<file path="src/pbc_pkg.sv">
// Package of constants and types for the PHY basic mode control block.
package pbc_pkg;

	// ****************************************************************
	// Register map
	// ****************************************************************
	localparam logic [11:0] PBC_CTRL_OFS    = 12'h000;
	localparam logic [11:0] PBC_STAT_OFS    = 12'h004;
	localparam logic [11:0] PBC_NEG_OFS     = 12'h008;
	localparam logic [15:0] PBC_CTRL_RST    = 16'h3100;

	// ****************************************************************
	// Field positions of the control word
	// ****************************************************************
	localparam int PBC_B_RESET    = 15;
	localparam int PBC_B_LOOP     = 14;
	localparam int PBC_B_SPEED    = 13;
	localparam int PBC_B_AN_EN    = 12;
	localparam int PBC_B_PDOWN    = 11;
	localparam int PBC_B_ISOLATE  = 10;
	localparam int PBC_B_RESTART  = 9;
	localparam int PBC_B_DUPLEX   = 8;
	localparam int PBC_B_COLTEST  = 7;

	// ****************************************************************
	// Timing
	// ****************************************************************
	localparam int PBC_CLK_MHZ        = 100;
	localparam int PBC_DEAD_MS        = 720;
	localparam int PBC_DEAD_CYC       = PBC_DEAD_MS * 1000 * PBC_CLK_MHZ;
	localparam int PBC_RST_CYC        = 16;
	localparam int PBC_AN_START_CYC   = 4;

	// Negotiated result handed in by the link engine.
	typedef struct packed {
		logic speed_100;
		logic full_duplex;
	} pbc_neg_t;

	// Controls handed out to the PHY datapath.
	typedef struct packed {
		logic loopback;
		logic speed_100;
		logic full_duplex;
		logic power_down;
		logic isolate;
		logic col_test;
		logic an_enable;
	} pbc_ctl_t;

endpackage

</file>
<file path="src/pbc_reset_seq.sv">
// Internal reset sequencer started by the software reset bit.
`timescale 1ns/1ps
module pbc_reset_seq #(
	parameter int CYCLES = 16
) (
	input  wire logic pclk,
	input  wire logic presetn,
	input  wire logic start,
	output logic      busy
);
	localparam int W = $clog2(CYCLES + 1);
	logic [W-1:0] cnt_reg;
	logic [W-1:0] cnt_next;

	assign cnt_next = start ? W'(CYCLES) : (cnt_reg != '0) ? cnt_reg - W'(1) : cnt_reg;
	assign busy     = (cnt_reg != '0);

	always_ff @(posedge pclk or negedge presetn) begin
		if (!presetn) begin
			cnt_reg <= '0;
		end else begin
			cnt_reg <= cnt_next;
		end
	end
endmodule // pbc_reset_seq

</file>
<file path="src/pbc_dead_timer.sv">
// Receive dead-time timer after loopback entry at 100 Mbps.
`timescale 1ns/1ps
module pbc_dead_timer #(
	parameter int CYCLES = 72000000
) (
	input  wire logic pclk,
	input  wire logic presetn,
	input  wire logic clear,
	input  wire logic start,
	output logic      active
);
	localparam int W = $clog2(CYCLES + 1);
	logic [W-1:0] cnt_reg;
	logic [W-1:0] cnt_next;

	assign cnt_next = clear ? '0 : start ? W'(CYCLES) :
		(cnt_reg != '0) ? cnt_reg - W'(1) : cnt_reg;
	assign active   = (cnt_reg != '0);

	always_ff @(posedge pclk or negedge presetn) begin
		if (!presetn) begin
			cnt_reg <= '0;
		end else begin
			cnt_reg <= cnt_next;
		end
	end
endmodule // pbc_dead_timer

</file>
<file path="src/pbc_basic_control.sv">
// APB register block for the PHY basic mode control word.
//
// The APB slave port is this design's own decision.
`timescale 1ns/1ps
module pbc_basic_control #(
	parameter int DEAD_CYCLES = pbc_pkg::PBC_DEAD_CYC,
	parameter int RST_CYCLES  = pbc_pkg::PBC_RST_CYC
) (
	input  wire logic              pclk,
	input  wire logic              presetn,
	input  wire logic              psel,
	input  wire logic              penable,
	input  wire logic              pwrite,
	input  wire logic [11:0]       paddr,
	input  wire logic [31:0]       pwdata,
	input  wire logic [3:0]        pstrb,
	output logic      [31:0]       prdata,
	output logic                   pready,
	output logic                   pslverr,
	input  wire pbc_pkg::pbc_neg_t neg_result,
	input  wire logic              an_started,
	input  wire logic              tx_active,
	output pbc_pkg::pbc_ctl_t      phy_ctl,
	output logic                   an_kick,
	output logic                   col_out,
	output logic                   rx_block,
	output logic                   phy_soft_reset
);
	import pbc_pkg::*;

	// ****************************************************************
	// Bus decode
	// ****************************************************************
	logic        acc;
	logic        wr;
	logic        rd;
	logic        sel_ctrl;
	logic        sel_stat;
	logic        sel_neg;
	logic        mapped;
	logic [15:0] wdata;

	assign acc      = psel && penable;
	assign sel_ctrl = (paddr == PBC_CTRL_OFS);
	assign sel_stat = (paddr == PBC_STAT_OFS);
	assign sel_neg  = (paddr == PBC_NEG_OFS);
	assign mapped   = sel_ctrl || sel_stat || sel_neg;
	assign wr       = acc && pwrite && mapped;
	assign rd       = acc && !pwrite && mapped;
	assign pready   = 1'b1;
	// Register access never depends on power-down state.
	assign pslverr  = acc && !mapped;

	// Byte lane merge of the 16-bit control word.
	function automatic logic [15:0] merge(input logic [15:0] old, input logic [31:0] d,
			input logic [3:0] s);
		merge = {s[1] ? d[15:8] : old[15:8], s[0] ? d[7:0] : old[7:0]};
	endfunction

	// ****************************************************************
	// Control word state
	// ****************************************************************
	logic        loop_reg;
	logic        speed_reg;
	logic        an_en_reg;
	logic        pdown_reg;
	logic        iso_reg;
	logic        restart_reg;
	logic        duplex_reg;
	logic        coltest_reg;
	logic        rst_busy;
	logic        rst_start;
	logic        soft_clr;
	logic        ctrl_wr;
	logic [15:0] cur_word;
	logic [15:0] new_word;
	logic        speed_eff;
	logic        duplex_eff;
	logic        restart_next;
	logic        loop_rise;

	assign ctrl_wr   = wr && sel_ctrl;
	assign new_word  = merge(cur_word, pwdata, pstrb);
	assign rst_start = ctrl_wr && new_word[PBC_B_RESET];
	assign soft_clr  = rst_start || rst_busy;

	// Negotiation enable routes the negotiated result out and back.
	assign speed_eff  = an_en_reg ? neg_result.speed_100 : speed_reg;
	assign duplex_eff = an_en_reg ? neg_result.full_duplex : duplex_reg;

	assign cur_word = {rst_busy, loop_reg, speed_eff, an_en_reg, pdown_reg, iso_reg,
		restart_reg, duplex_eff, coltest_reg, 7'h00};

	// Restart set only while negotiation enabled; cleared once started.
	// A write of zero drops the bit only; negotiation already kicked continues.
	assign restart_next = (ctrl_wr && new_word[PBC_B_RESTART] && new_word[PBC_B_AN_EN]) ? 1'b1 :
		an_started ? 1'b0 :
		ctrl_wr ? new_word[PBC_B_RESTART] & restart_reg : restart_reg;

	always_ff @(posedge pclk or negedge presetn) begin
		if (!presetn) begin
			loop_reg    <= PBC_CTRL_RST[PBC_B_LOOP];
			speed_reg   <= PBC_CTRL_RST[PBC_B_SPEED];
			an_en_reg   <= PBC_CTRL_RST[PBC_B_AN_EN];
			pdown_reg   <= PBC_CTRL_RST[PBC_B_PDOWN];
			iso_reg     <= PBC_CTRL_RST[PBC_B_ISOLATE];
			restart_reg <= PBC_CTRL_RST[PBC_B_RESTART];
			duplex_reg  <= PBC_CTRL_RST[PBC_B_DUPLEX];
			coltest_reg <= PBC_CTRL_RST[PBC_B_COLTEST];
		end else if (soft_clr) begin
			loop_reg    <= PBC_CTRL_RST[PBC_B_LOOP];
			speed_reg   <= PBC_CTRL_RST[PBC_B_SPEED];
			an_en_reg   <= PBC_CTRL_RST[PBC_B_AN_EN];
			pdown_reg   <= PBC_CTRL_RST[PBC_B_PDOWN];
			iso_reg     <= PBC_CTRL_RST[PBC_B_ISOLATE];
			restart_reg <= PBC_CTRL_RST[PBC_B_RESTART];
			duplex_reg  <= PBC_CTRL_RST[PBC_B_DUPLEX];
			coltest_reg <= PBC_CTRL_RST[PBC_B_COLTEST];
		end else begin
			restart_reg <= restart_next;
			if (ctrl_wr) begin
				loop_reg    <= new_word[PBC_B_LOOP];
				speed_reg   <= new_word[PBC_B_SPEED];
				an_en_reg   <= new_word[PBC_B_AN_EN];
				pdown_reg   <= new_word[PBC_B_PDOWN];
				iso_reg     <= new_word[PBC_B_ISOLATE];
				coltest_reg <= new_word[PBC_B_COLTEST];
				if (!new_word[PBC_B_AN_EN]) begin
					duplex_reg <= new_word[PBC_B_DUPLEX];
				end
			end
		end
	end

	// ****************************************************************
	// Internal reset and dead time
	// ****************************************************************
	pbc_reset_seq #(.CYCLES(RST_CYCLES)) u_rst (
		.pclk    (pclk),
		.presetn (presetn),
		.start   (rst_start),
		.busy    (rst_busy)
	);

	logic loop_d_reg;

	always_ff @(posedge pclk or negedge presetn) begin
		if (!presetn) begin
			loop_d_reg <= 1'b0;
		end else begin
			loop_d_reg <= loop_reg;
		end
	end

	assign loop_rise = loop_reg && !loop_d_reg && speed_eff;

	pbc_dead_timer #(.CYCLES(DEAD_CYCLES)) u_dead (
		.pclk    (pclk),
		.presetn (presetn),
		.clear   (!loop_reg),
		.start   (loop_rise),
		.active  (rx_block)
	);

	// ****************************************************************
	// Outputs
	// ****************************************************************
	logic [31:0] rdata_next;
	logic        kick_reg;
	logic        col_reg;

	assign rdata_next = !rd ? 32'h0000_0000 :
		sel_ctrl ? {16'h0000, cur_word} :
		sel_stat ? {30'h0000_0000, rst_busy, restart_reg} :
		{30'h0000_0000, neg_result.speed_100, neg_result.full_duplex};

	always_ff @(posedge pclk or negedge presetn) begin
		if (!presetn) begin
			prdata   <= 32'h0000_0000;
			kick_reg <= 1'b0;
			col_reg  <= 1'b0;
		end else begin
			prdata   <= rdata_next;
			kick_reg <= restart_next && !restart_reg;
			col_reg  <= coltest_reg && tx_active;
		end
	end

	assign an_kick        = kick_reg;
	assign col_out        = col_reg;
	assign phy_soft_reset = rst_busy;
	assign phy_ctl        = '{loopback: loop_reg, speed_100: speed_eff,
		full_duplex: duplex_eff, power_down: pdown_reg, isolate: iso_reg,
		col_test: coltest_reg, an_enable: an_en_reg};

endmodule // pbc_basic_control

</file>
<file path="config.mk">
export PLATFORM = sky130hd
export DESIGN_NAME = pbc_basic_control
export DESIGN_NICKNAME = d
export VERILOG_FILES = /design/src/pbc_pkg.sv /design/src/pbc_reset_seq.sv /design/src/pbc_dead_timer.sv /design/src/pbc_basic_control.sv
export SDC_FILE = /design/constraint.sdc
export NUM_CORES = 1
export LEC_CHECK = 0
export ABC_CLOCK_PERIOD_IN_PS = 2300
export CORE_MARGIN = 2
export CORE_UTILIZATION = 55
export CTS_CLUSTER_SIZE = 25
export DETAILED_ROUTE_END_ITERATION = 12
export DONT_BUFFER_PORTS = 1
export PLACE_DENSITY = 0.7
export SLEW_MARGIN = 40
export SYNTH_ARGS = -nofsm -noshare
export SYNTH_HDL_FRONTEND = slang
export SYNTH_SLANG_ARGS = --single-unit
</file>
<file path="constraint.sdc">
create_clock -name pclk -period 2.3 [get_ports pclk]
set_input_delay 0.46 -clock pclk [delete_from_list [all_inputs] [get_ports pclk]]
set_output_delay 0.46 -clock pclk [all_outputs]
set_load 0.02 [all_outputs]
</file>
Word level (Yosys, flattened, before mapping)
Index checks and enable logic that the tools add are counted.
{ "op_classes": {"n_bitwise": 1, "mux": 31, "n_addsub": 2, "n_reduce_logical": 31, "n_eq_ne": 4} }
{ "ops": {"columns": ["operator", "n"], "rows": [
  ["$mux 27", 3],
  ["$mux 16", 2],
  ["$reduce_bool 27->1", 1],
  ["$sub 27x1->27 const B", 1],
  ["$mux 1", 21],
  ["$mux 8", 2],
  ["$logic_and 1x1->1", 14],
  ["$eq 12x3->1 const B", 1],
  ["$eq 12x4->1 const B", 1],
  ["$logic_not 12->1", 1],
  ["$mux 5", 2],
  ["$reduce_bool 2->1", 4],
  ["$reduce_and 2->1", 3],
  ["$reduce_bool 5->1", 1],
  ["$sub 5x1->5 const B", 1],
  ["$logic_not 1->1", 4],
  ["$logic_or 1x1->1", 3],
  ["$ne 3x2->1 const B", 1],
  ["$mux 2", 1],
  ["$ne 2x2->1 const B", 1],
  ["$and 1x1->1", 1]
]} }
{ "word_totals": {"regBits": 59, "output_inout_bits": 45} }

Longest topological paths before layout
Gate-level depths: netlist (run 1).
{ "depth": {"word_depth": 9, "mapped_depth": 8} }

Modules after synthesis
A second synthesis (run 1) with hierarchy kept.
{ "unflattened": {"cells_unflattened": 317, "hier_area_um2": 3083.0} }
{ "by_module_without_submodules": {"columns": ["mod", "area_per_inst_um2", "n_inst", "seq_area_each_um2", "cells_per_inst"], "rows": [
  ["pbc_dead_timer", 1521.5, 1, 675.6, 162],
  ["pbc_basic_control", 1300.0, 1, 554.3, 130],
  ["pbc_reset_seq", 261.5, 1, 125.1, 25]
]} }

Least setup slack after synthesis (run 1)
Ideal clock, no wire load.
{ "synth_path": {"path_kind": "in2reg", "start": "input port paddr[7]", "end": "register prdata[8]", "t_arrival_ns": 2.206, "path_buffers": 0, "t_required_ns": 2.234, "setup_slack_ns": 0.028, "cell_stages": 5, "setup_ns": 0.066, "path_cell_list": "or4_4 or4_4 or3_4 nor3_4 and2_1"} }
{ "synth_between": {"elab_chain_cells": 5, "word_cells_on_any_way": 8, "classes_between": "2 x eq/ne; 2 x mux; 4 x reduce/logical"} }
{ "synth_lines": {"columns": ["item", "line_no", "text"], "rows": [
  ["from (decl)", "pbc_basic_control.sv:14", "input wire logic [11:0] paddr,"],
  ["$eq 12x3->1 / $logic_not 12->1 (equally long branches)", "pbc_basic_control.sv:45, pbc_basic_control.sv:44", null],
  ["$logic_or 1x1->1 (2 in series)", "pbc_basic_control.sv:47", "assign mapped = sel_ctrl || sel_stat || sel_neg;"],
  ["$logic_and 1x1->1", "pbc_basic_control.sv:49", "assign rd = acc && !pwrite && mapped;"],
  ["$mux 16 (*)", "pbc_basic_control.sv:172", "assign rdata_next = !rd ? 32'h0000_0000 :"],
  ["net rdata_next[8]", "pbc_basic_control.sv:168", "logic [31:0] rdata_next;"],
  ["to (signal assigned)", "pbc_basic_control.sv:183", "prdata <= rdata_next;"],
  ["to (decl)", "pbc_basic_control.sv:17", "output logic [31:0] prdata,"]
]} }
The timed path passes the listed nets; every way through them passes the cells marked *.
A chain may end at the register's enable or synchronous reset.

Final worst setup path (run 1)
{ "layout_path": {"start": "input port paddr[7]", "end": "output port pslverr"} }
{ "layout_between": {"elab_chain_cells": 5, "word_cells_on_any_way": 7, "classes_between": "2 x eq/ne; 5 x reduce/logical"} }
{ "layout_lines": {"columns": ["item", "line_no", "text"], "rows": [
  ["$eq 12x3->1 / $logic_not 12->1 (equally long branches)", "pbc_basic_control.sv:45, pbc_basic_control.sv:44", null],
  ["$logic_or 1x1->1", "pbc_basic_control.sv:47", null],
  ["$logic_or 1x1->1 (*)", "pbc_basic_control.sv:47", null],
  ["$logic_not 1->1 (*)", "pbc_basic_control.sv:52", "assign pslverr = acc && !mapped;"],
  ["$logic_and 1x1->1 (*)", "pbc_basic_control.sv:52", null],
  ["to (decl)", "pbc_basic_control.sv:19", "output logic pslverr,"]
]} }
Every way passes the cells marked *; elsewhere a longest branch is shown, timed or not.

==> results of run 1 <==
## repair_timing
item | in CTS | in global routing
setup endpoints to repair | 1 | 7
cloned | 0 | 0
resized for setup | 7 | 7
endpoints found under the hold margin | 54 | 10
pin swaps | 1 | 1
hold buffers | 1 | 1
buffers inserted | 1 | 1
## per-stage QoR
step	util (%)	power, mW	cells
floorplan	-	1.30	326
global placement	59.5	1.32	385
detailed placement	59.5	1.33	385
CTS	62.5	1.86	394
global route	63.6	1.95	396
finish	63.6	1.84	396
## logic make-up (layout without fill, tap and decap cells)
family                     after synthesis  count (layout)  synth area share [%]
AOI/OAI and AO/OA                       54              54                  11.6
xor gates and xnor gates                12              12                  3.53
adders and majority gates                3               3                  1.26
buffers and inverters                   43              43                  9.12
DFF                                     54              54                  45.5
muxes                                    7               7                  2.48
other                                    2              22                 0.252
and+or+nand+nor                        131             131                  26.2
## layout make-up
type,instances,share of cell area (%)
multi-input combinational,229,45.7
sequential,54,41.2
clock inverter,1,0.228
inverter,8,0.913
timing repair buffer,28,7.07
tap,70,2.66
clock buffer,6,2.21
## final timing paths
check / start / end / slack [ns] / depth (start not counted)
min in group asynchronous: presetn / u_dead.cnt_reg[14]$_DFFE_PN0P_ / 0.67 / 2
min reg2reg: speed_reg$_DFFE_PN1P_ / speed_reg$_DFFE_PN1P_ / 0.51 / 2
max in group asynchronous: presetn / speed_reg$_DFFE_PN1P_ / 1.34 / 2
max reg2reg: u_dead.cnt_reg[16]$_DFFE_PN0P_ / u_dead.cnt_reg[4]$_DFFE_PN0P_ / 0.15 / 7
min: paddr[3] / prdata[15]$_DFF_PN0_ / 0.22 / 1
max: paddr[7] / pslverr / 0.06 / 5
## per-layer routing
layer	vias to the layer above	wire [µm]	GRT usage, %
met4	0	90	8.93
met1	1131	2670	27.4
met5	-	0	0
li1	1092	-	-
met3	8	250	5.23
met2	49	3270	38.4
## synth_stat cells, types with 4 or more instances
library cell | count | area (µm²)
buf_4 | 29 | 218
nor4_1 | 6 | 37.5
o31ai_1 | 7 | 52.6
nor2b_1 | 5 | 31.3
or3_1 | 10 | 62.6
nand2_1 | 20 | 75.1
a21oi_1 | 17 | 85.1
nor3_1 | 12 | 60.1
nand3_1 | 6 | 30.0
inv_1 | 7 | 26.3
a21boi_0 | 5 | 37.5
xnor2_1 | 5 | 43.8
and2_1 | 12 | 75.1
nor2_1 | 23 | 86.3
nand4_1 | 5 | 31.3
dfrtp_1 | 51 | 1280
or4_1 | 8 | 60.1
o211ai_1 | 4 | 30.0
mux2i_1 | 4 | 40.0
clkbuf_1 | 5 | 18.8
o21ai_0 | 9 | 45.0
xor2_1 | 7 | 61.3
## power by group through the flow
stage	Combinational [mW]	Clock (mW)	Sequential, mW
global route	0.333	0.568	1.05
global placement	0.261	0	1.05
CTS	0.295	0.523	1.04
finish	0.294	0.510	1.04
detailed placement	0.269	0	1.06
floorplan	0.253	0	1.05
## critical path, delay by kind of cell
kind / cells / cell delay, ns
AO/OA/AOI/OAI: 1 / 0.09
buffers and inverters: 2 / 0.20
AND/OR/NAND/NOR: 2 / 1.02
==> results.toml, run 1 <==
[sta]
finalMaxSlewViolations = 0
min_period_ns = 2.24
final_hold_viol_count = 0
hold_ws_ns = 0.216
slew_headroom_pct = 59.5
skew_ns = 0.00708
finalSetupViolCount = 0
worst_pin_slew_ns = 0.607
fmax_ghz = 0.446
postLayoutSetupSlackWorst_ns = 0.0592
period_share_pct = 97.4
setup_tns_ns = 0

[placed_design]
dp_hpwl_mm = 4.52
post_dp_cell_area_mm2 = 0.00308
gp_congestion = 0.879
pre_cts_ws_ns = -0.133
port_buffers = 0

[yosys]
synthCells = 306
async_reset_ff_share_pct = 100
synth_edf_count = 0
yosysWarnings = 0
yosys_most_used_dff = "dfrtp_1"
synth_cell_types = 50
ys_ff_latch = 54
avgSynthCellArea_um2 = 9.73
yosysSeqAreaShare_pct = 45.5
synth_area_mm2 = 0.00298

[global_route]
grt_pass1_vias = 2325
grt_usage_pct = 22.5
gr-total-overflow = 0
grt_pass1_wl_mm = 10.8
grt_max_degree = 55
antenna_found_initial = 0

[floorplanning]
initial_core_util_pct = 57.6
die_h_um = 77.6
core_area_mm2 = 0.00517
pin_count = 102
die_x_um = 77.6
fp-row-count = 26
die-area_mm2 = 0.00602

[cells_and_area]
syn_to_final_growth_pct = 10.5
multi_input_area_mm2 = 0.00151
layout_common_cells = "51 x dfrtp_1, 26 x buf_4, 23 x nor2_1"
nFillCells = 416
register_area_mm2 = 0.00136
final_nets = 386
drive_above_1_share_pct = 18.4
antennaDiodeCount = 0
largest_reg_flops = 27
final_common_cell = "dfrtp_1"
stdcell_area_mm2 = 0.00329

[clock_network]
htree_levels = 2
clkLatencyLatePin_ns = 0.31
cts_root_buffer = "clkbuf_8"
cts.clk_slew.worst_paths_ns = 0.09
clockBufferDepth = 2
cts_buffers = 5
cts.sinks = 54
cts_tree = "yes"

[pwr]
pwr-share-seq_pct = 56.4
p_sw_share_pct = 28.0
ir_worst_vdd_mv = 0.340
clockPowerShare_pct = 27.7
power_density_mw_per_mm2 = 559
cellLeakagePower_nw = 1.49
p_int_mw = 1.33
pwr-share-comb_pct = 15.9
power.switching_mw = 0.515

[drt]
ant_nets = 0
wl_per_cell_um = 15.9
avgViaCountPerCell = 5.76
first_pass_iters = 4
vias = 2280
dr.first_iter.drc_count = 134
drc_errors = 0
drt_wl_total_mm = 6.28

[worst_setup_path]
crit_type = "input port to primary output"
crit_top_cell = "or4_4"
cp_slowest_cell = "or4_4"
crit_chain = "or4_4 > or4_4 > buf_4 > inv_1 > a21oi_2"
critPathRequiredTime_ns = 1.84
max_stage_delay_ns = 0.53
end_kind = "primary output"
critPathMaxFanout = 3
critPathLaunchType = "input port"
cp.arrival_ns = 1.78

[job]
max_cap_viol_count = 0

[run_status]
outcome = "completed"

[min_path]
hold_class = "input port to flip-flop"
(Power assumes the default switching activity.)
==> run 2: changes to the inputs <==
- PLACE_DENSITY: 0.7 -> 0.76
- REMOVE_ABC_BUFFERS: unset -> 1
==> run 2 against run 1 <==
Effect of this change: highest routed layer unchanged; non-clock buffer count shrank 3; count of clock-buffer cells in the layout is the same; critical endpoint unchanged; maximum frequency shrank 0.32%; wire length shrank 0.30%; final cell count shrank 0.51%; critical path depth is the same; largest cell class unchanged; via count shrank 0.70%; design area shrank 0.23%; combinational power is essentially flat; sequential cell count is the same.
==> results.toml, run 2 (synthesis gave the netlist of run 1 again) <==
[clock_network]
htree_levels = 2
cts.clk_slew.worst_paths_ns = 0.09
cts_root_buffer = "clkbuf_8"
clockBufferDepth = 2
clkLatencyLatePin_ns = 0.30
cts_tree = "yes"
cts_buffers = 5
cts.sinks = 54

[global_route]
grt_pass1_vias = 2287
gr-total-overflow = 0
antenna_found_initial = 0
grt_usage_pct = 22.6
grt_pass1_wl_mm = 10.9
grt_max_degree = 55

[placed_design]
gp_congestion = 0.815
dp_hpwl_mm = 4.50
port_buffers = 0

[pwr]
ir_worst_vdd_mv = 0.312
pwr-share-seq_pct = 53.1
p_sw_share_pct = 26.3
power_mw = 1.96
clockPowerShare_pct = 31.9
p_int_mw = 1.44
power.switching_mw = 0.516
power_density_mw_per_mm2 = 596
pwr-share-comb_pct = 14.9
cellLeakagePower_nw = 1.48

[cells_and_area]
syn_to_final_growth_pct = 10.3
layout_common_cells = "51 x dfrtp_1, 23 x nor2_1, 23 x buf_4"
drive_above_1_share_pct = 17.9
largest_reg_flops = 27
nFillCells = 419
final_common_cell = "dfrtp_1"
antennaDiodeCount = 0
final_nets = 383

[drt]
ant_nets = 0
vias = 2264
wl_per_cell_um = 15.9
first_pass_iters = 4
drc_errors = 0
drt_wl_total_mm = 6.26
dr.first_iter.drc_count = 97
avgViaCountPerCell = 5.75

[job]
max_cap_viol_count = 0

[sta]
skew_ns = 0.00711
finalSetupViolCount = 0
finalMaxSlewViolations = 0
setup_tns_ns = 0
min_period_ns = 2.25
final_hold_viol_count = 0
slew_headroom_pct = 60.1
worst_pin_slew_ns = 0.598
grt_setup_unrepaired = "true"
fmax_ghz = 0.445
period_share_pct = 97.7

[worst_setup_path]
critPathMaxFanout = 3
crit_type = "input port to primary output"
critPathRequiredTime_ns = 1.84
cp.arrival_ns = 1.79
end_kind = "primary output"
critPathLaunchType = "input port"

[floorplanning]
die_x_um = 77.6
pin_count = 102
initial_core_util_pct = 57.6
die-area_mm2 = 0.00602
core_area_mm2 = 0.00517
fp-row-count = 26
die_h_um = 77.6

[run_status]
outcome = "completed"

[min_path]
hold_class = "input port to flip-flop"
==> run 2: cell count changes in the layout (fill, tap and decap cells not counted), sizes merged <==
cell    delta
buf        -3
bufinv     +1
==> run 2: repair_timing <==
item	in CTS	in global routing
hold buffers	1	1
gates resized for setup	4	8
setup buffers	1	0
endpoints found under the setup margin	1	11
hold endpoints to repair	54	2
==> run 2: path summary, 6_finish.rpt <==
path                                          startpoint                             end  slack, ns  cells past startpoint
max                                             paddr[7]                         pslverr       0.05                      5
min                                             paddr[3]            prdata[15]$_DFF_PN0_       0.21                      1
max reg2reg                u_dead.cnt_reg[0]$_DFFE_PN0P_  u_dead.cnt_reg[21]$_DFFE_PN0P_       0.19                      8
min reg2reg                        speed_reg$_DFFE_PN1P_           speed_reg$_DFFE_PN1P_       0.51                      2
max in group asynchronous                        presetn           speed_reg$_DFFE_PN1P_       1.33                      2
min in group asynchronous                        presetn  u_dead.cnt_reg[25]$_DFFE_PN0P_       0.68                      2
==> run 2: power by group through the flow <==
stage	logic (mW)	clock network, mW	registers, mW
floorplan	0.219	0	1.05
global placement	0.259	0	1.05
detailed placement	0.267	0	1.06
CTS	0.292	0.646	1.04
global route	0.328	0.695	1.05
finish	0.292	0.625	1.04
==> run 2: cell type report <==
| type | count | area [µm²] | area share, % |
|---|---|---|---|
| tap | 70 | 87.6 | 2.67 |
| inverter | 8 | 30.0 | 0.915 |
| timing repair buffer | 25 | 210 | 6.40 |
| sequential | 54 | 1360 | 41.3 |
| clock inverter | 2 | 37.5 | 1.14 |
| clock buffer | 6 | 72.6 | 2.21 |
| multi-input combinational | 229 | 1490 | 45.4 |
==> run 2: stage by stage <==
stage	cell area (µm²)	setup slack, ns	instances	util, %	hold WS [ns]
2_1_floorplan	2810	-0.0152	291	-	0.164
3_3_place_gp	3060	-0.103	383	59.2	0.166
3_5_place_dp	3060	-0.131	383	59.2	0.166
4_1_cts	3230	0.00734	393	62.4	0.00606
5_1_grt	3280	0.00282	394	63.5	0.189
6_report	3280	0.0520	394	63.5	0.210
==> run 2: per-layer routing <==
metal / share of wire, % / global-route usage [%]
met1: 40 / 27.4
met2: 51 / 38.1
met3: 6.2 / 5.93
met4: 2.5 / 9.64
met5: 0 / 0
==> run 2: worst max-delay path, cell delays in order <==
cell     delay [ns]
or4_4          0.53
or4_4          0.50
buf_4          0.15
inv_1          0.06
a21oi_2        0.09
==> run 3: changes to the inputs <==
- ABC_AREA: unset -> 1
==> run 3 against run 2 <==
Effect of this change: the run now ends with negative hold slack left; via count grew 18%; final cell count grew 32%; global-route usage shrank 1.1 points; clock power grew 24%; total power grew 48%; wire length grew 8.0%; largest cell class unchanged; largest power group unchanged; highest routed layer unchanged.
==> results.toml, run 3 <==
[yosys]
yosysWarnings = 0
ys_ff_latch = 54
synth_top_area_share_pct = 38.4
synth_edf_count = 0
synthTopCellsByArea = "dfrtp_1 38%, nand2_1 10%, nor2_1 8.9%, buf_4 6.5%, inv_1 6.2%"
synth_cell_types = 38
avgSynthCellArea_um2 = 7.46
synth_most_common_cell = "nand2_1"
synth_top_area_cell = "dfrtp_1"
yosysSeqAreaShare_pct = 40.7
synthCells = 446
synth_common_cells = "89 x nand2_1, 79 x nor2_1, 55 x inv_1"
yosys_most_used_dff = "dfrtp_1"
synth_area_mm2 = 0.00333
async_reset_ff_share_pct = 100

[floorplanning]
pin_count = 102
core_area_mm2 = 0.00589
die-area_mm2 = 0.00669
die_x_um = 81.8
die_h_um = 81.8
fp-row-count = 28
initial_core_util_pct = 56.5

[cells_and_area]
drive_above_1_share_pct = 11.0
final_common_cell = "nand2_1"
fin_util_pct = 58.4
final_nets = 503
layout_common_cells = "89 x nand2_1, 79 x nor2_1, 55 x inv_1"
largest_reg_flops = 27
syn_to_final_growth_pct = 3.31
instances_no_fill = 519
antennaDiodeCount = 0
stdcell_area_mm2 = 0.00344

[sta]
finalMaxSlewViolations = 0
grt_setup_unrepaired = "false"
setup_tns_ns = 0
skew_ns = 0.0104
period_share_pct = 89.8
postLayoutSetupSlackWorst_ns = 0.236
finalSetupViolCount = 0
hold_ws_ns = -0.000230
fmax_ghz = 0.484
min_period_ns = 2.06
final_hold_viol_count = 2

[clock_network]
ctsResizeCount = 0
clkLatencyLatePin_ns = 0.31
clockBufferDepth = 2
cts_tree = "yes"
cts_buffers = 5
cts_root_buffer = "clkbuf_8"
htree_levels = 2
cts.clk_slew.worst_paths_ns = 0.10
cts.sinks = 54

[job]
max_cap_viol_count = 0

[pwr]
ir_worst_vdd_mv = 0.529
cellLeakagePower_nw = 1.86
power_density_mw_per_mm2 = 840
power_mw = 2.89

[worst_setup_path]
critPathMaxFanout = 8
critPathLaunchType = "flip-flop"
cp.arrival_ns = 1.60
r2r_cells = 11
end_kind = "primary output"
worstSetupStartpoint = "u_dead.cnt_reg[0]$_DFFE_PN0P_"
critPathRequiredTime_ns = 1.84
r2r-start = "u_dead.cnt_reg[0]$_DFFE_PN0P_"
crit_type = "flip-flop to primary output"

[min_path]
hold_class = "input port to async pin"

[drt]
dr.first_iter.drc_count = 163
avgViaCountPerCell = 5.15
drt_wl_total_mm = 6.76
first_pass_iters = 4
ant_nets = 0
wl_per_cell_um = 13.0
drc_errors = 0
vias = 2674

[global_route]
grt_pass1_vias = 2540
grt_usage_pct = 21.5
grt_pass1_wl_mm = 11.1
gr-total-overflow = 0
antenna_found_initial = 0
grt_max_degree = 55

[run_status]
violations = "negative hold slack"
outcome = "finished with violations"

[placed_design]
gp_congestion = 0.853
post_dp_cell_area_mm2 = 0.00327
dp_hpwl_mm = 5.02
dpl.cell_count = 510
pre_cts_ws_ns = 0.419
port_buffers = 0
## run 3: cell families after synthesis
logic type               share of synthesized area [%]
adder cells (fa/ha/maj)                           1.13
XOR/XNOR                                          1.32
buffers and inverters                             14.3
AND/OR/NAND/NOR                                   35.9
flip-flops                                        40.7
AO/OA/AOI/OAI                                     5.75
multiplexers                                     0.677
other                                            0.226
## run 3: repair_timing
| item | in CTS | in global routing |
|---|---|---|
| setup buffers | 0 | 0 |
| hold buffers | 1 | 0 |
| endpoints found under the setup margin | 0 | 0 |
| endpoints found under the hold margin | 54 | 0 |
## run 3: critical path, stage by stage, from the launching register on
cell	delay, ns
dfrtp_1	0.37
inv_1	0.13
ha_1	0.25
nand2_2	0.10
nor2_4	0.17
nand2_4	0.08
clkinv_4	0.07
nand2_4	0.12
## run 3: cell type report
type	instances	area, µm²
sequential	54	1360
multi-input combinational	319	1570
timing repair buffer	3	42.5
inverter	60	230
tap	75	93.8
clock buffer	6	82.6
clock inverter	2	60.1
fill	548	2450
## run 3: final timing paths
check,endpoint,slack [ns]
setup / recovery,rx_block,0.24
hold / removal,u_dead.cnt_reg[18]$_DFFE_PN0P_,-0.0002
setup reg to reg,u_dead.cnt_reg[15]$_DFFE_PN0P_,0.38
hold reg to reg,an_kick$_DFF_PN0_,0.45
max in group asynchronous,an_en_reg$_DFFE_PN1P_,2.01
min in group pclk,col_out$_DFF_PN0_,0.25
## run 3: routing by layer
metal / vias to the layer above / wire (µm) / track usage, %
li1: 1349 / - / -
met1: 1236 / 2970 / 26.5
met2: 80 / 3360 / 38.3
met3: 9 / 335 / 3.85
met4: 0 / 102 / 6.83
met5: - / 0 / 0
## run 3: report_power, final
group	internal [mW]	total, mW	switching (mW)
Combinational	0.344	1.03	0.681
Sequential	1.02	1.09	0.0659
Clock	0.464	0.773	0.309
